--- src/rtl/tmps_defines.vh ---
// register offsets, field positions and reset values of the temperature result registers
`ifndef TMPS_DEFINES_VH
`define TMPS_DEFINES_VH

// ---------------------------------------------------------------------------
// register indices (byte address on the bus is four times the index)
// ---------------------------------------------------------------------------
`define TMPS_IDX_LOCAL_TEMP   8'h00
`define TMPS_IDX_REMOTE_HI    8'h01
`define TMPS_IDX_LOCAL_LIMIT  8'h05
`define TMPS_IDX_REMOTE_LO    8'h10
`define TMPS_IDX_CONFIG       8'h45
`define TMPS_IDX_STATUS       8'h46

// ---------------------------------------------------------------------------
// reset values
// ---------------------------------------------------------------------------
`define TMPS_RST_LOCAL_LIMIT  8'h46
`define TMPS_RST_CONFIG       8'h00
`define TMPS_RST_TEMP         8'h00

// ---------------------------------------------------------------------------
// field positions
// ---------------------------------------------------------------------------
`define TMPS_CFG_EXT_BIT      0
`define TMPS_CFG_FILT_BIT     1
`define TMPS_CFG_MASK         8'h03
`define TMPS_STAT_CONV_BIT    0
`define TMPS_STAT_OVER_BIT    1
`define TMPS_LO_FRAC_MSB      7
`define TMPS_LO_FRAC_LSB      5
`define TMPS_LO_EXT_MSB       4
`define TMPS_LO_EXT_LSB       3

// ---------------------------------------------------------------------------
// remote reading limits, in 1/32 degree steps, 14-bit two's complement
// ---------------------------------------------------------------------------
`define TMPS_REMOTE_MAX_POS   14'h0FFF
// 127.875 degrees, the top of the eighth-degree range
`define TMPS_EXT_OVER_LIM     14'h0FFC
`define TMPS_REMOTE_MIN_NEG   14'h3000
`define TMPS_EXT_OVER_BITS    2'b11
`define TMPS_EXT_ZERO_BITS    2'b00

`endif

--- src/rtl/tmps_remote_fmt.v ---
// formats one remote conversion into the signed high and low result bytes
`timescale 1ns/10ps
`include "tmps_defines.vh"

module tmps_remote_fmt (
  input  wire [13:0] raw_i,
  input  wire        ext_sel_i,
  input  wire        filt_on_i,
  output reg  [7:0]  hi_o,
  output reg  [7:0]  lo_o,
  output reg         over_o
);

  // -------------------------------------------------------------------------
  // saturation and low byte layout
  // -------------------------------------------------------------------------
  reg        pos_over;
  reg        neg_over;
  reg        ext_over;
  reg [12:0] sat;
  reg [1:0]  ext_bits;

  always @* begin
    // anything above 127.96875 cannot fit the signed byte pair
    pos_over = !raw_i[13] && (raw_i > `TMPS_REMOTE_MAX_POS);
    // above 127.875 the eighth-degree bytes alone no longer tell the truth
    ext_over = !raw_i[13] && (raw_i > `TMPS_EXT_OVER_LIM);
    neg_over = raw_i[13] && (raw_i < `TMPS_REMOTE_MIN_NEG);
    if (pos_over) begin
      sat = 13'h0FFF;
    end else if (neg_over) begin
      sat = 13'h1000;
    end else begin
      sat = raw_i[12:0];
    end
    if (filt_on_i && ext_sel_i) begin
      ext_bits = sat[1:0];
    end else if (ext_sel_i && ext_over) begin
      ext_bits = `TMPS_EXT_OVER_BITS;
    end else begin
      // filter on without extended resolution also reads 00
      ext_bits = `TMPS_EXT_ZERO_BITS;
    end
    hi_o   = sat[12:5];
    lo_o   = {sat[4:2], ext_bits, 3'b000};
    over_o = ext_over;
  end

endmodule

--- src/rtl/tmps_regs.v ---
// temperature result and local setpoint register bank with an APB slave port
//
// Added by the designer: register access over APB.
`timescale 1ns/10ps
`include "tmps_defines.vh"

module tmps_regs #(
  parameter ADDR_W = 12
) (
  input  wire              sys_clk_i,
  input  wire              nrst_i,
  // apb slave
  input  wire              psel_i,
  input  wire              penable_i,
  input  wire              pwrite_i,
  input  wire [ADDR_W-1:0] paddr_i,
  input  wire [31:0]       pwdata_i,
  input  wire [3:0]        pstrb_i,
  output wire [31:0]       prdata_o,
  output wire              pready_o,
  output wire              pslverr_o,
  // conversion results, same clock domain
  input  wire              conv_valid_i,
  input  wire [7:0]        local_temp_i,
  input  wire [13:0]       remote_raw_i,
  // values used by the rest of the sensor
  output wire [7:0]        local_high_limit_o,
  output wire              extended_range_select_o,
  output wire              filter_en_o
);

  // -------------------------------------------------------------------------
  // register selects
  // -------------------------------------------------------------------------
  localparam SEL_NONE   = 3'd0;
  localparam SEL_LOCAL  = 3'd1;
  localparam SEL_REM_HI = 3'd2;
  localparam SEL_LIMIT  = 3'd3;
  localparam SEL_REM_LO = 3'd4;
  localparam SEL_CONFIG = 3'd5;
  localparam SEL_STATUS = 3'd6;

  // word-aligned decode; a misaligned byte address maps to nothing
  function [2:0] reg_sel;
    input [ADDR_W-1:0] addr;
    reg   [ADDR_W-1:0] idx;
    begin
      idx = addr >> 2;
      if (addr[1:0] != 2'b00) begin
        reg_sel = SEL_NONE;
      end else begin
        case (idx)
          `TMPS_IDX_LOCAL_TEMP:  reg_sel = SEL_LOCAL;
          `TMPS_IDX_REMOTE_HI:   reg_sel = SEL_REM_HI;
          `TMPS_IDX_LOCAL_LIMIT: reg_sel = SEL_LIMIT;
          `TMPS_IDX_REMOTE_LO:   reg_sel = SEL_REM_LO;
          `TMPS_IDX_CONFIG:      reg_sel = SEL_CONFIG;
          `TMPS_IDX_STATUS:      reg_sel = SEL_STATUS;
          default:               reg_sel = SEL_NONE;
        endcase
      end
    end
  endfunction

  // a selected register that software may write
  function is_writable;
    input [2:0] sel;
    begin
      is_writable = (sel == SEL_LIMIT) || (sel == SEL_CONFIG);
    end
  endfunction

  // -------------------------------------------------------------------------
  // storage
  // -------------------------------------------------------------------------
  reg  [7:0]  local_temp_bits_r;
  reg  [7:0]  remote_signed_hi_r;
  reg  [7:0]  remote_signed_lo_r;
  reg  [7:0]  lo_shadow_r;
  reg  [7:0]  local_high_limit_bits_r;
  reg  [7:0]  cfg_r;
  reg         conv_seen_r;
  reg         remote_over_r;
  reg         pready_r;
  reg         pslverr_r;
  reg  [31:0] prdata_r;

  reg  [7:0]  limit_nxt;
  reg  [7:0]  cfg_nxt;
  reg  [7:0]  shadow_nxt;
  reg         conv_seen_nxt;
  reg  [31:0] rdata_nxt;
  reg         err_nxt;

  wire [2:0]  sel;
  wire        acc_pend;
  wire        acc_done;
  wire        wr_done;
  wire        rd_done;
  wire        ext_sel;
  wire        filt_on;
  wire [7:0]  fmt_hi;
  wire [7:0]  fmt_lo;
  wire        fmt_over;
  wire [7:0]  status_val;

  assign sel      = reg_sel(paddr_i);
  // one wait state: pready rises in the second access cycle
  assign acc_pend = psel_i && penable_i && !pready_r;
  assign acc_done = psel_i && penable_i && pready_r;
  assign wr_done  = acc_done && pwrite_i;
  assign rd_done  = acc_done && !pwrite_i;

  assign ext_sel  = cfg_r[`TMPS_CFG_EXT_BIT];
  assign filt_on  = cfg_r[`TMPS_CFG_FILT_BIT];

  assign status_val = {6'b00_0000, remote_over_r, conv_seen_r};

  // -------------------------------------------------------------------------
  // remote result formatting
  // -------------------------------------------------------------------------
  // the fraction layout is fixed at conversion time, so a later change of
  // the select bits only affects the next reading
  tmps_remote_fmt u_fmt (
    .raw_i     (remote_raw_i),
    .ext_sel_i (ext_sel),
    .filt_on_i (filt_on),
    .hi_o      (fmt_hi),
    .lo_o      (fmt_lo),
    .over_o    (fmt_over)
  );

  // -------------------------------------------------------------------------
  // writable registers, next values
  // -------------------------------------------------------------------------
  always @* begin
    limit_nxt = local_high_limit_bits_r;
    cfg_nxt   = cfg_r;
    if (wr_done && pstrb_i[0]) begin
      if (sel == SEL_LIMIT) begin
        limit_nxt = pwdata_i[7:0];
      end
      if (sel == SEL_CONFIG) begin
        cfg_nxt = pwdata_i[7:0] & `TMPS_CFG_MASK;
      end
    end
  end

  // -------------------------------------------------------------------------
  // shadow of the remote low byte
  // -------------------------------------------------------------------------
  // the shadow is loaded when the high byte read completes; the low byte
  // read then returns the fraction of that same conversion even if a new
  // result lands in between
  always @* begin
    shadow_nxt = lo_shadow_r;
    if (rd_done && (sel == SEL_REM_HI)) begin
      shadow_nxt = remote_signed_lo_r;
    end
  end

  // -------------------------------------------------------------------------
  // status flag: set by a conversion, cleared by reading the status word
  // -------------------------------------------------------------------------
  always @* begin
    conv_seen_nxt = conv_seen_r;
    if (rd_done && (sel == SEL_STATUS)) begin
      conv_seen_nxt = 1'b0;
    end
    // a conversion in the clearing cycle still sets the flag
    if (conv_valid_i) begin
      conv_seen_nxt = 1'b1;
    end
  end

  // -------------------------------------------------------------------------
  // read data and error answer
  // -------------------------------------------------------------------------
  always @* begin
    rdata_nxt = 32'h0000_0000;
    err_nxt   = 1'b0;
    case (sel)
      SEL_LOCAL: begin
        rdata_nxt[7:0] = local_temp_bits_r;
      end
      SEL_REM_HI: begin
        rdata_nxt[7:0] = remote_signed_hi_r;
      end
      SEL_LIMIT: begin
        rdata_nxt[7:0] = local_high_limit_bits_r;
      end
      SEL_REM_LO: begin
        rdata_nxt[7:0] = {lo_shadow_r[7:3], 3'b000};
      end
      SEL_CONFIG: begin
        rdata_nxt[7:0] = cfg_r;
      end
      SEL_STATUS: begin
        rdata_nxt[7:0] = status_val;
      end
      default: begin
        err_nxt = 1'b1;
      end
    endcase
    // writes to the reading registers are dropped quietly, no error
    if (pwrite_i) begin
      rdata_nxt = 32'h0000_0000;
      if (sel != SEL_NONE && !is_writable(sel)) begin
        err_nxt = 1'b0;
      end
    end
  end

  // -------------------------------------------------------------------------
  // bus handshake registers
  // -------------------------------------------------------------------------
  // ready is kept apart so its one-cycle pulse never waits on the decode
  always @(posedge sys_clk_i or negedge nrst_i) begin
    if (!nrst_i) begin
      pready_r <= 1'b0;
    end else begin
      pready_r <= acc_pend;
    end
  end

  always @(posedge sys_clk_i or negedge nrst_i) begin
    if (!nrst_i) begin
      prdata_r <= 32'h0000_0000;
    end else if (acc_pend) begin
      prdata_r <= rdata_nxt;
    end else begin
      prdata_r <= 32'h0000_0000;
    end
  end

  always @(posedge sys_clk_i or negedge nrst_i) begin
    if (!nrst_i) begin
      pslverr_r <= 1'b0;
    end else if (acc_pend) begin
      pslverr_r <= err_nxt;
    end else begin
      pslverr_r <= 1'b0;
    end
  end

  // -------------------------------------------------------------------------
  // software registers, low byte shadow and conversion flag
  // -------------------------------------------------------------------------
  always @(posedge sys_clk_i or negedge nrst_i) begin
    if (!nrst_i) begin
      local_high_limit_bits_r <= `TMPS_RST_LOCAL_LIMIT;
    end else begin
      local_high_limit_bits_r <= limit_nxt;
    end
  end

  always @(posedge sys_clk_i or negedge nrst_i) begin
    if (!nrst_i) begin
      cfg_r <= `TMPS_RST_CONFIG;
    end else begin
      cfg_r <= cfg_nxt;
    end
  end

  always @(posedge sys_clk_i or negedge nrst_i) begin
    if (!nrst_i) begin
      lo_shadow_r <= `TMPS_RST_TEMP;
    end else begin
      lo_shadow_r <= shadow_nxt;
    end
  end

  always @(posedge sys_clk_i or negedge nrst_i) begin
    if (!nrst_i) begin
      conv_seen_r <= 1'b0;
    end else begin
      conv_seen_r <= conv_seen_nxt;
    end
  end

  // -------------------------------------------------------------------------
  // conversion results
  // -------------------------------------------------------------------------
  // only a finished conversion writes these; the bus has no path to them
  // one process per result so a later consumer can tap any one of them
  always @(posedge sys_clk_i or negedge nrst_i) begin
    if (!nrst_i) begin
      local_temp_bits_r <= `TMPS_RST_TEMP;
    end else if (conv_valid_i) begin
      local_temp_bits_r <= local_temp_i;
    end
  end

  always @(posedge sys_clk_i or negedge nrst_i) begin
    if (!nrst_i) begin
      remote_signed_hi_r <= `TMPS_RST_TEMP;
    end else if (conv_valid_i) begin
      remote_signed_hi_r <= fmt_hi;
    end
  end

  always @(posedge sys_clk_i or negedge nrst_i) begin
    if (!nrst_i) begin
      remote_signed_lo_r <= `TMPS_RST_TEMP;
    end else if (conv_valid_i) begin
      remote_signed_lo_r <= fmt_lo;
    end
  end

  always @(posedge sys_clk_i or negedge nrst_i) begin
    if (!nrst_i) begin
      remote_over_r <= 1'b0;
    end else if (conv_valid_i) begin
      remote_over_r <= fmt_over;
    end
  end

  // -------------------------------------------------------------------------
  // outputs
  // -------------------------------------------------------------------------
  assign prdata_o                = prdata_r;
  assign pready_o                = pready_r;
  assign pslverr_o               = pslverr_r;
  assign local_high_limit_o      = local_high_limit_bits_r;
  assign extended_range_select_o = cfg_r[`TMPS_CFG_EXT_BIT];
  assign filter_en_o             = cfg_r[`TMPS_CFG_FILT_BIT];

endmodule

--- config.mk ---
export PLATFORM = sky130hd
export DESIGN_NAME = tmps_regs
export DESIGN_NICKNAME = d
export VERILOG_FILES = /design/src/rtl/tmps_remote_fmt.v /design/src/rtl/tmps_regs.v
export VERILOG_INCLUDE_DIRS = /design/src /design/src/rtl
export SDC_FILE = /design/constraint.sdc
export NUM_CORES = 1
export LEC_CHECK = 0
export BUFFER_PORTS_ARGS = -buffer_cell sky130_fd_sc_hd__buf_2
export CORE_UTILIZATION = 47
export DETAILED_ROUTE_END_ITERATION = 16
export PLACE_DENSITY = 0.92
export SYNTH_ARGS = -nofsm -noshare
export SYNTH_HDL_FRONTEND = slang
export SYNTH_SLANG_ARGS = --single-unit
--- constraint.sdc ---
create_clock -name sys_clk_i -period 2.19 [get_ports sys_clk_i]
set_input_delay 0.219 -clock sys_clk_i [delete_from_list [all_inputs] [get_ports sys_clk_i]]
set_output_delay 0.219 -clock sys_clk_i [all_outputs]
set_load 0.03 [all_outputs]
### After elaboration in Yosys (flattened, before gate mapping)

Index checks and enable logic that the tools add are counted.

| cells by class | value |
|---|---|
| muxes and demuxes | 15 |
| equal/unequal tests | 11 |
| magnitude comparators | 3 |
| reduce and logical (&&, ||, !) cells | 26 |

Operators by type and width:

| operator | count |
|---|---|
| 8-bit one-hot mux with 6 select lines | 1 |
| 32-bit two-way mux | 1 |
| 14-bit by 12-bit greater-than comparator with 1-bit output (second input constant) | 2 |
| 13-bit two-way mux | 2 |
| 10-bit by 7-bit equality test with 1-bit output (second input constant) | 2 |
| 3-bit one-hot mux with 6 select lines | 1 |
| 1-bit logical AND | 14 |
| 14-bit less-than comparator (second input constant) | 1 |
| 12-bit logical NOT | 1 |
| 10-bit by 1-bit equality test with 1-bit output (second input constant) | 1 |
| 10-bit by 3-bit equality test with 1-bit output (second input constant) | 1 |
| 10-bit by 5-bit equality test with 1-bit output (second input constant) | 1 |
| 3-bit equality test (second input constant) | 3 |
| 8-bit two-way mux | 1 |
| 3-bit by 2-bit equality test with 1-bit output (second input constant) | 2 |
| 1-bit two-way mux | 6 |
| 6-bit OR reduction | 1 |
| 1-bit logical NOT | 4 |
| 2-bit two-way mux | 2 |
| 2-bit AND reduction | 2 |
| 2-bit nonzero test | 2 |
| 3-bit by 1-bit equality test with 1-bit output (second input constant) | 1 |
| 3-bit two-way mux | 1 |
| 3-bit nonzero test | 1 |
| 1-bit logical OR | 1 |

| word-level totals | value |
|---|---|
| logic and storage cells | 66 |
| input port bits | 76 |
| register bits after elaboration | 72 |

### Logic depth before layout (Yosys ltp)

Gate-level depths: netlist (run 1).

| depth | value |
|---|---|
| word-level depth | 10 |
| mapped depth | 9 |
| gate-level depth less buffers | 6 |

### Hierarchy

From an unflattened synthesis (run 1), not the netlist that was laid out.

| second synthesis, totals | value |
|---|---|
| cell total of the unflattened synthesis | 233 |
| area, all modules | 2655.0 sq um |

Modules (own cells, without submodules):

| module | cells each | area an instance (sq um) | times used | sequential area each (sq um) |
|---|---|---|---|---|
| tmps_regs | 202 | 2407.3 | 1 | 1204.9 |
| tmps_remote_fmt | 31 | 247.7 | 1 | 0.0 |

### Worst setup path before layout (run 1)

No wires, ideal clock.

| timing path | value |
|---|---|
| path type | input to register |
| from | in paddr_i[3] |
| to | reg local_high_limit_bits_r[0], in the netlist local_high_limit_o[0] |
| slack | 0.230 ns |
| data required time | 2.065 ns |
| arrival | 1.835 ns |
| buffers on the path | 2 |
| stages on the path | 7 |
| cells stage by stage | buf_4 -> and4b_1 -> a21oi_1 -> or3_4 -> or3_1 -> buf_6 -> mux2_4 |

| between the ends | value |
|---|---|
| longest elaborated chain between the ends | 5 |

Ends and longest elaborated chain:

| element | line | source |
|---|---|---|
| start, declared | tmps_regs.v:16 | `input wire [ADDR_W-1:0] paddr_i,` |
| 10-bit by 7-bit equality test with 1-bit output, or another cell as far along | tmps_regs.v:52 | `case (idx)` |
| 3-bit one-hot mux with 6 select lines (*) | tmps_regs.v:52 |  |
| 3-bit two-way mux (*) | tmps_regs.v:49 | `if (addr[1:0] != 2'b00) begin` |
| 3-bit by 2-bit equality test with 1-bit output (*) | tmps_regs.v:140 | `if (sel == SEL_LIMIT) begin` |
| 2-bit AND reduction (no source line) (*) | n/a |  |
| end signal, assigned | tmps_regs.v:251 | `` local_high_limit_bits_r <= `TMPS_RST_LOCAL_LIMIT; `` |
| end signal, assigned | tmps_regs.v:253 | `local_high_limit_bits_r <= limit_nxt;` |
| end, declared | tmps_regs.v:80 | `reg [7:0] local_high_limit_bits_r;` |

Every way passes the cells marked *; elsewhere a longest branch is shown, timed or not.
A chain may end at the register's enable or synchronous reset.

### Worst setup path after layout (run 1)

| timing path | value |
|---|---|
| from | in paddr_i[8] |
| to | reg lo_shadow_r[4] |

| between the ends | value |
|---|---|
| longest elaborated chain between the ends | 5 |

Ends and longest elaborated chain:

| element | line | source |
|---|---|---|
| 10-bit by 7-bit equality test with 1-bit output, or another cell as far along | tmps_regs.v:52 |  |
| 3-bit one-hot mux with 6 select lines (*) | tmps_regs.v:52 |  |
| 3-bit two-way mux (*) | tmps_regs.v:49 |  |
| 3-bit by 2-bit equality test with 1-bit output (*) | tmps_regs.v:157 | `if (rd_done && (sel == SEL_REM_HI)) begin` |
| 1-bit logical AND (*) | tmps_regs.v:157 |  |
| end signal, assigned | tmps_regs.v:267 | `` lo_shadow_r <= `TMPS_RST_TEMP; `` |
| end signal, assigned | tmps_regs.v:269 | `lo_shadow_r <= shadow_nxt;` |
| end, declared | tmps_regs.v:79 | `reg [7:0] lo_shadow_r;` |

Marks and branches as above.

==> results of run 1 <==
metal layers:
metal  global-route usage  share of wire  vias to the layer above  wire length (µm)
met2                0.346           0.47                       96              2790
met1                0.271           0.45                     1066              2640
met3               0.0405          0.068                       10               403
li1                     -              -                     1027                 -
met5                    0              0                        -                 0
met4               0.0692          0.010                        0                59
worst max-delay path, stage by stage:
cell and delay [ps]:
buf_2 170, and4b_1 260, a21oi_1 80, or3_4 410, nor4b_2 330, nand2_1 250
mux2_2 330
how the worst max path moves through the flow:
stage,from,end,slack (ps),depth (start not counted)
detailed placement,paddr_i[8],lo_shadow_r[5],10,7
global placement,paddr_i[8],lo_shadow_r[5],70,7
floorplan,paddr_i[3],local_high_limit_o[0],230,7
CTS,paddr_i[8],lo_shadow_r[4],340,7
finish,paddr_i[8],lo_shadow_r[4],340,7
global route,paddr_i[11],lo_shadow_r[7],240,7
through the flow:
step           worst slack, ps  hold WS, ps  instances   util
2_1_floorplan              230        -76.6        280      -
6_report                   335        -29.6        402  0.592
3_3_place_gp              67.6          332        394  0.572
5_1_grt                    238         28.8        402  0.592
3_5_place_dp              14.2          336        394  0.572
4_1_cts                    337         5.44        402  0.592
state kept, by name, summed over array words and instances, names as in the netlist:
name	cells
local_high_limit_o	8
prdata_o	8
remote_over_r	1
pslverr_o	1
remote_signed_lo_r	5
cfg_r	2
local_temp_bits_r	8
conv_seen_r	1
pready_o	1
lo_shadow_r	5
remote_signed_hi_r	8
kinds of logic after synthesis:
logic type      count (synthesis)  share of synthesized area
simple gates                   74                      0.147
buf+inv                        47                      0.109
compound gates                 59                      0.153
mux                            28                      0.131
other cells                     1                    0.00142
flops                          48                      0.457
final cells by class:
| class | instances | area share |
|---|---|---|
| Multi-Input combinational cell | 185 | 0.396 |
| Sequential cell | 48 | 0.388 |
| Timing Repair Buffer | 81 | 0.141 |
| Tap cell | 70 | 0.0282 |
| Clock buffer | 6 | 0.0234 |
| Inverter | 10 | 0.0121 |
| Clock inverter | 2 | 0.0113 |
placed cells by master, fill, tap and decap left out, drive strengths merged, types with 2 or more instances in the layout:
cell	instances
buf	81
dfrtp	45
mux2	28
conb	24
nor2	19
nand2	14
a21oi	11
inv	10
nand3	10
o21ai	10
nor3	8
o211ai	8
a21boi	6
clkbuf	6
a222oi	5
or3	5
o21a	4
a21o	4
o22ai	3
nand4	3
dfstp	3
nand2b	2
nor2b	2
a22oi	2
and3	2
nor4	2
and2	2
report_power, final:
part           internal (mW)  total (mW)  leakage, nW  switching, mW
Sequential             0.927       0.952        0.613         0.0247
Clock                  0.339       0.631       0.0552          0.292
Combinational         0.0960       0.266        0.836          0.170
Total                   1.36        1.85         1.50          0.487
==> results by group, run 1 <==
Run status
  – Status: finished with violations
  – Violated checks: hold timing

STA
  – Hold slack: -29.6 ps
  – Worst Max-Slew Pin Slew: 605 ps
  – Clock Skews: 5.09 ps
  – # setup viols final: 0
  – Slew Limit Fails: 0
  – RSZ-0062 raised after global routing: false
  – Final Cycle Share: 0.847
  – Slew margin rel.: 0.596
  – Endpoints failing hold: 18
  – Setup TNS: 0 ps
  – Tmin final: 1850 ps
  – F_max: 539 MHz

Drt
  – DR DRC count: 0
  – Wire per inst: 14.7 µm
  – Pre-Repair DR Iteration Count: 5
  – Final WL: 5.89 mm
  – Post-route ant nets: 0
  – Starting DRT DRC Count: 128
  – Via Count: 2199
  – Vias/cell: 5.47

Cells and area
  – Post-route design area: 0.00310 mm²
  – Area of the multi-input gates: 0.00123 mm²
  – # fillers: 465
  – Nets: 407
  – Layout cells sized above 1: 0.373
  – # diodes: 0
  – Synth-to-layout area growth: 17.8%
  – Register Area: 0.00120 mm²

Floorplanning
  – Initial Utilization: 0.503
  – Die ar.: 0.00591 mm²
  – Die width: 76.9 µm
  – Die Span Y: 76.9 µm
  – Core Rows: 26
  – Core ar.: 0.00524 mm²
  – I/O Pins: 120

Clock network
  – H-tree level count: 2
  – Post-CTS Setup Bufs: 0
  – Total CTS buffers: 5
  – Num Clock Sinks: 48
  – CTS root buf: clkbuf_8
  – Clock Path Buffers: 2
  – Clock-pin slew on the worst setup and hold paths: 80 ps
  – Hold buffers post-CTS: 0
  – Clk_lat worst skew: 310 ps
  – Resized cells post-CTS: 0
  – CTS tree: done

Critical path
  – CP Capture Type: flop
  – Critical Path Start Type: primary input
  – CP required: 2390 ps
  – Crit Path Category: in2reg
  – Worst-path fanout max: 10
  – Critical Path AT: 2050 ps
  – R2R Path End: local_high_limit_o[7]
  – Flop-to-flop setup slack: 620 ps
  – Reg-to-reg startpoint: pready_o
  – Worst reg2reg path depth: 5

Logic synthesis
  – Sequential share of the synthesized area: 0.457
  – Count leader, synth: dfrtp_1
  – Asr flop ratio synth: 1.00
  – Syn_area_per_cell: 10.2 µm²
  – Post-Syn Instances: 257
  – Post-synth EDFFs: 0
  – Synth top area share: 0.428
  – Yosys reg bits: 48
  – Post-synth top cells: dfrtp_1, buf_4, mux2_2
  – Area leader, netlist: dfrtp_1
  – Synth cell types: 46
  – Synth Flop Type: dfrtp_1
  – Syn. warnings: 0
  – Ranking of synthesized cells by area: dfrtp_1, mux2_2, buf_4
  – Mapped Area: 0.00263 mm²

Power
  – Largest vdd supply drop: 0.296 mV
  – Power, Total: 1.85 mW
  – Leak Pwr: 1.50 nW
  – Pwr Density: 596 mW/mm²

Job
  – MaxCap Viol Count: 0

Global routing
  – Largest net degree at the start of global routing: 49
  – Gr ovfl total: 0
  – Number of global-route vias before repair: 2083
  – Global-route wire length before repair: 9.76 mm
  – Total Routing Usage GR: 0.208
  – Initial antenna violation count: 0

Placement
  – Buffers on Ports: 68
  – Placer Congestion: 0.933
  – Placed cell area: 0.00300 mm²
  – HPWL Detailed: 4.45 mm

Worst hold path
  – Hold crit path type: in2async
(Power assumes the default switching activity.)
==> run 2: changes to the inputs <==
==> constraint.sdc (replaced) <==
create_clock -name sys_clk_i -period 1.8 [get_ports sys_clk_i]
set_input_delay 0.18 -clock sys_clk_i [delete_from_list [all_inputs] [get_ports sys_clk_i]]
set_output_delay 0.18 -clock sys_clk_i [all_outputs]
set_load 0.03 [all_outputs]
==> run 2 against run 1 <==
Critical path depth unchanged. Highest routed layer unchanged. Clock-buffer cell count increased by 1. Clock power increased by 3.3%. Combinational power increased by 32%. Routed wire length increased by 0.36%. Die area unchanged. The flow now finishes without violations. Critical path type unchanged.
==> results by group, run 2 (synthesis results as in run 1) <==
Critical path
  – Reg-to-reg startpoint: pready_o (unchanged)
  – Worst-path fanout max: 5 (was 10)
  – Worst path cell trace: buf_2 -> nor4_4 -> nand2_2 -> or3_4 -> nor4b_2 -> nand2_1 -> mux2_2 (was buf_2 -> and4b_1 -> a21oi_1 -> or3_4 -> nor4b_2 -> nand2_1 -> mux2_2)
  – Critical path's slowest cell: or3_4 (unchanged)
  – Critical Path AT: 1960 ps (was 2050 ps)
  – Critical Path Start Type: primary input (unchanged)
  – CP Capture Type: flop (unchanged)
  – Worst reg2reg path depth: 5 (unchanged)
  – Crit Path Category: in2reg (unchanged)
  – Critical Path Source: paddr_i[11] (was paddr_i[8])
  – Crit-path max cell delay: 380 ps (was 410 ps)
  – CP required: 1990 ps (was 2390 ps)

Cells and area
  – Finished Layout Cells: 417 (was 402)
  – # diodes: 0 (unchanged)
  – Commonest non-fill, non-tap cell in the layout: buf_2 (unchanged)
  – Layout cells sized above 1: 0.406 (was 0.373)
  – Nets: 422 (was 407)
  – Synth-to-layout area growth: 22.9% (was 17.8%)
  – Post-route design area: 0.00324 mm² (was 0.00310 mm²)
  – Most frequent cells in the layout: buf_2, dfrtp_1, buf_4 (was buf_2, dfrtp_1, conb_1)

Drt
  – Pre-Repair DR Iteration Count: 4 (was 5)
  – Final WL: 5.91 mm (was 5.89 mm)
  – Wire per inst: 14.2 µm (was 14.7 µm)
  – DR DRC count: 0 (unchanged)
  – Post-route ant nets: 0 (unchanged)
  – Via Count: 2176 (was 2199)
  – Vias/cell: 5.22 (was 5.47)
  – Starting DRT DRC Count: 178 (was 128)

Floorplanning
  – I/O Pins: 120 (unchanged)
  – Core Rows: 26 (unchanged)
  – Die ar.: 0.00591 mm² (unchanged)
  – Die width: 76.9 µm (unchanged)
  – Core ar.: 0.00524 mm² (unchanged)
  – Initial Utilization: 0.503 (unchanged)
  – Die Span Y: 76.9 µm (unchanged)

Global routing
  – Number of global-route vias before repair: 2005 (was 2083)
  – Largest net degree at the start of global routing: 49 (unchanged)
  – Gr ovfl total: 0 (unchanged)
  – Global-route wire length before repair: 9.58 mm (was 9.76 mm)
  – Total Routing Usage GR: 0.208 (about the same)
  – Initial antenna violation count: 0 (unchanged)

Worst hold path
  – Hold crit path type: in2reg (was in2async)
  – Hold Crit Start: pwdata_i[7]
  – Hold path cells: 2

STA
  – Clock Skews: 5.31 ps (was 5.09 ps)
  – Slew Limit Fails: 0 (unchanged)
  – # setup viols final: 0 (unchanged)
  – Worst Max-Slew Pin Slew: 579 ps (was 605 ps)
  – Slew margin rel.: 0.614 (was 0.596)
  – RSZ-0062 raised after global routing: false (unchanged)
  – Hold slack: 108 ps (was -29.6 ps)
  – Endpoints failing hold: 0 (was 18)
  – Tmin final: 1770 ps
  – F_max: 565 MHz
  – Setup TNS: 0 ps (unchanged)
  – Final Cycle Share: 0.983

Power
  – Sw frac: 0.272 (was 0.263)
  – Largest vdd supply drop: 0.441 mV (was 0.296 mV)
  – Clock power share: 0.301 (was 0.341)
  – Pwr Density: 669 mW/mm² (was 596 mW/mm²)
  – P_int: 1.58 mW (was 1.36 mW)
  – Logic gate share of total power: 0.163 (was 0.144)
  – Flop pwr share: 0.536 (was 0.515)
  – Switch Pwr: 0.588 mW (was 0.487 mW)
  – Leak Pwr: 1.57 nW (was 1.50 nW)
  – Power, Total: 2.16 mW (was 1.85 mW)

Clock network
  – Clk_lat worst skew: 300 ps (was 310 ps)
  – Clock Path Buffers: 2 (unchanged)
  – Post-CTS Setup Bufs: 0 (unchanged)
  – CTS tree: done (unchanged)
  – Num Clock Sinks: 48 (unchanged)
  – CTS root buf: clkbuf_8 (unchanged)
  – Clock-pin slew on the worst setup and hold paths: 90 ps (was 80 ps)
  – Total CTS buffers: 5 (unchanged)
  – H-tree level count: 2 (unchanged)

Placement
  – Buffers on Ports: 68 (unchanged)
  – Placed cell area: 0.00311 mm² (was 0.00300 mm²)
  – HPWL Detailed: 4.67 mm (was 4.45 mm)
  – DP Cell Count: 408 (was 394)
  – Placer Congestion: 0.912 (was 0.933)

Job
  – MaxCap Viol Count: 0 (unchanged)

Run status
  – Status: finished clean (was finished with violations)
[run 2: worst paths after layout]
check / endpoint / slack [ps]
setup / recovery: lo_shadow_r[6] / 30
hold / removal: local_high_limit_o[7] / 110
setup reg to reg: local_high_limit_o[0] / 170
hold reg to reg: conv_seen_r / 490
max in group asynchronous: local_temp_bits_r[0] / 910
min in group asynchronous: prdata_o[0] / 500
[run 2: per-layer routing]
| layer | track usage | wire length [µm] |
|---|---|---|
| met1 | 0.279 | 2660 |
| met2 | 0.334 | 2830 |
| met3 | 0.0417 | 357 |
| met4 | 0.0692 | 63 |
| met5 | 0 | 0 |
[run 2: metrics by stage]
step                      setup WS [ps]  utilization
after floorplan                   -67.4            -
after global placement             -197        0.595
after detailed placement           -255        0.595
after CTS                          55.8        0.614
after global routing              0.191        0.618
final                              31.1        0.618
[run 2: layout make-up]
| class | instances | area (µm²) |
|---|---|---|
| timing repair buffer | 96 | 553 |
| tap | 70 | 87.6 |
| clock inverter | 1 | 7.51 |
| inverter | 10 | 37.5 |
| fill | 459 | 2000 |
| clock buffer | 7 | 86.3 |
| multi-input combinational | 185 | 1260 |
| sequential | 48 | 1200 |
[run 2: critical path, delay by kind of cell]
family                 cells  cell delay [ps]
multiplexers               1              330
buffers and inverters      1              120
AND/OR/NAND/NOR            5             1320
[run 2: repair_timing]
action	4_1_cts	5_1_grt
setup endpoints to repair	0	6
hold buffers	1	0
gates resized for setup	0	4
hold endpoints to repair	45	0
[run 2: power groups by stage]
stage	sequential, mW	clock (mW)	combinational [mW]
6_report	1.16	0.652	0.352
5_1_grt	1.16	0.714	0.386
4_1_cts	1.16	0.664	0.348
3_5_place_dp	1.18	0	0.345
3_3_place_gp	1.18	0	0.333
2_1_floorplan	1.17	0	0.240
==> run 3: changes to the inputs <==
--- a/config.mk
+++ b/config.mk
@@ -7,6 +7,7 @@
 export NUM_CORES = 1
 export LEC_CHECK = 0
 export BUFFER_PORTS_ARGS = -buffer_cell sky130_fd_sc_hd__buf_2
+export CORE_MARGIN = 2
 export CORE_UTILIZATION = 47
 export DETAILED_ROUTE_END_ITERATION = 16
 export PLACE_DENSITY = 0.92
==> run 3 against run 2 <==
Non-clock buffer count is 3 higher. First-iteration DRC count is 12% lower. Cell area is 1.2% higher. Critical endpoint is now local_high_limit_o[3]. Fmax is 3.1% higher. Core utilization is 1.9 points lower.
==> results by group, run 3 (synthesis results as in run 1) <==
Power
  – Power, Total: 2.27 mW (was 2.16 mW)
  – Sw frac: 0.261 (was 0.272)
  – Largest vdd supply drop: 0.440 mV (was 0.441 mV)
  – Flop pwr share: 0.511 (was 0.536)
  – Clock power share: 0.335 (was 0.301)
  – P_int: 1.67 mW (was 1.58 mW)
  – Switch Pwr: 0.591 mW (was 0.588 mW)
  – Leak Pwr: 1.60 nW (was 1.57 nW)
  – Logic gate share of total power: 0.154 (was 0.163)
  – Pwr Density: 692 mW/mm² (was 669 mW/mm²)

Placement
  – Buffers on Ports: 68 (unchanged)
  – HPWL Detailed: 4.59 mm (was 4.67 mm)
  – Dpl ws: -277 ps (was -255 ps)
  – DP Cell Count: 413 (was 408)
  – Placer Congestion: 0.917 (was 0.912)
  – Placed cell area: 0.00314 mm² (was 0.00311 mm²)

Clock network
  – CTS root buf: clkbuf_8 (unchanged)
  – Clk_lat worst skew: 300 ps (about the same)
  – H-tree level count: 2 (unchanged)
  – Clock-pin slew on the worst setup and hold paths: 80 ps (was 90 ps)
  – Post-CTS Setup Bufs: 0 (unchanged)
  – Total CTS buffers: 5 (unchanged)
  – Num Clock Sinks: 48 (unchanged)
  – Clock Path Buffers: 2 (unchanged)
  – CTS tree: done (unchanged)

STA
  – Tmin final: 1710 ps (was 1770 ps)
  – # setup viols final: 0 (unchanged)
  – F_max: 583 MHz (was 565 MHz)
  – Slew Limit Fails: 0 (unchanged)
  – Slew margin rel.: 0.563 (was 0.614)
  – Hold slack: 103 ps (was 108 ps)
  – RSZ-0062 raised after global routing: false (unchanged)
  – Worst Max-Slew Pin Slew: 655 ps (was 579 ps)
  – Clock Skews: 3.67 ps (was 5.31 ps)
  – Endpoints failing hold: 0 (unchanged)
  – Final Cycle Share: 0.953 (was 0.983)
  – Setup ws final: 85.1 ps (was 31.1 ps)
  – Setup TNS: 0 ps (unchanged)

Drt
  – Starting DRT DRC Count: 156 (was 178)
  – Final WL: 5.89 mm (was 5.91 mm)
  – DR DRC count: 0 (unchanged)
  – Pre-Repair DR Iteration Count: 5 (was 4)
  – Wire per inst: 14.0 µm (was 14.2 µm)
  – Via Count: 2213 (was 2176)
  – Post-route ant nets: 0 (unchanged)
  – Vias/cell: 5.24 (was 5.22)

Critical path
  – Crit Path Category: in2reg (unchanged)
  – Critical Path Start Type: primary input (unchanged)
  – Worst-path fanout max: 8 (was 5)
  – CP required: 1990 ps (about the same)
  – Critical Path AT: 1910 ps (was 1960 ps)
  – CP Capture Type: flop (unchanged)

Cells and area
  – # fillers: 476 (was 459)
  – Register Area: 0.00120 mm² (unchanged)
  – Nets: 425 (was 422)
  – # diodes: 0 (unchanged)
  – Post-route design area: 0.00327 mm² (was 0.00324 mm²)
  – Most frequent cells in the layout: buf_2, dfrtp_1, buf_4 (unchanged)
  – Synth-to-layout area growth: 24.3% (was 22.9%)
  – Commonest non-fill, non-tap cell in the layout: buf_2 (unchanged)
  – Area of the multi-input gates: 0.00125 mm² (was 0.00126 mm²)
  – Post-layout util: 0.598 (was 0.618)
  – Finished Layout Cells: 422 (was 417)
  – Layout cells sized above 1: 0.417 (was 0.406)

Run status
  – Status: finished clean (unchanged)

Global routing
  – Number of global-route vias before repair: 2080 (was 2005)
  – Largest net degree at the start of global routing: 49 (unchanged)
  – Global-route wire length before repair: 9.58 mm (about the same)
  – Total Routing Usage GR: 0.199 (was 0.208)
  – Initial antenna violation count: 0 (unchanged)
  – Gr ovfl total: 0 (unchanged)

Floorplanning
  – Initial Utilization: 0.481 (was 0.503)
  – Die width: 78.9 µm (was 76.9 µm)
  – Core Rows: 27 (was 26)
  – Die ar.: 0.00622 mm² (was 0.00591 mm²)
  – I/O Pins: 120 (unchanged)
  – Die Span Y: 78.9 µm (was 76.9 µm)
  – Core ar.: 0.00547 mm² (was 0.00524 mm²)

Worst hold path
  – Hold crit path type: in2reg (unchanged)

Job
  – MaxCap Viol Count: 0 (unchanged)
-- run 3: changes by cell type in the layout (fill, tap and decap cells not counted) --
cell	delta
clkbuf_1	-1
nand2_2	+1
nor3_4	-1
o22ai_2	+1
clkbuf_8	-1
buf_4	+3
nand2_1	-1
nor3_2	+1
nor4_1	+1
nor4_2	-1
bufinv_16	+1
o22ai_1	-1
clkinv_2	+1
-- run 3: per-layer routing --
layer | part of all wire | GRT usage
met1 | 0.44 | 0.266
met2 | 0.46 | 0.300
met3 | 0.075 | 0.0511
met4 | 0.028 | 0.100
met5 | 0 | 0
-- run 3: critical path, stage by stage --
cell and delay (ps):
buf_2 120, nor4_4 320, nand2_2 90, or3_4 390, or3_1 310, buf_4 190
mux2_4 300
-- run 3: final cells by class --
type,count,area share
multi-input cells,185,0.383
flip-flops and latches,48,0.368
repair buffers,99,0.176
well taps,72,0.0275
clock buffers,5,0.0210
clock inverters,3,0.0130
inverters,10,0.0115
-- run 3: worst paths after layout --
check                                 from               endpoint  slack (ps)  cells after the start
min in group asynchronous           nrst_i   local_temp_bits_r[2]         490                      3
hold / removal             local_temp_i[0]   local_temp_bits_r[0]         100                      2
hold reg to reg                conv_seen_r            conv_seen_r         490                      1
setup / recovery               paddr_i[11]  local_high_limit_o[3]          90                      7
setup reg to reg                  pready_o  local_high_limit_o[3]         170                      5
max in group asynchronous           nrst_i  remote_signed_lo_r[3]         920                      3
-- run 3: power groups by stage --
stage	logic [mW]	registers, mW	clock network (mW)
floorplan	0.240	1.17	0
global placement	0.335	1.18	0
detailed placement	0.345	1.18	0
CTS	0.348	1.16	0.782
global route	0.384	1.16	0.834
finish	0.349	1.16	0.759
-- run 3: timing repair --
action                                  CTS  global route
hold buffers                              1             0
endpoints found under the setup margin    0            12
hold endpoints to repair                 45             0
resized for setup                         0             4
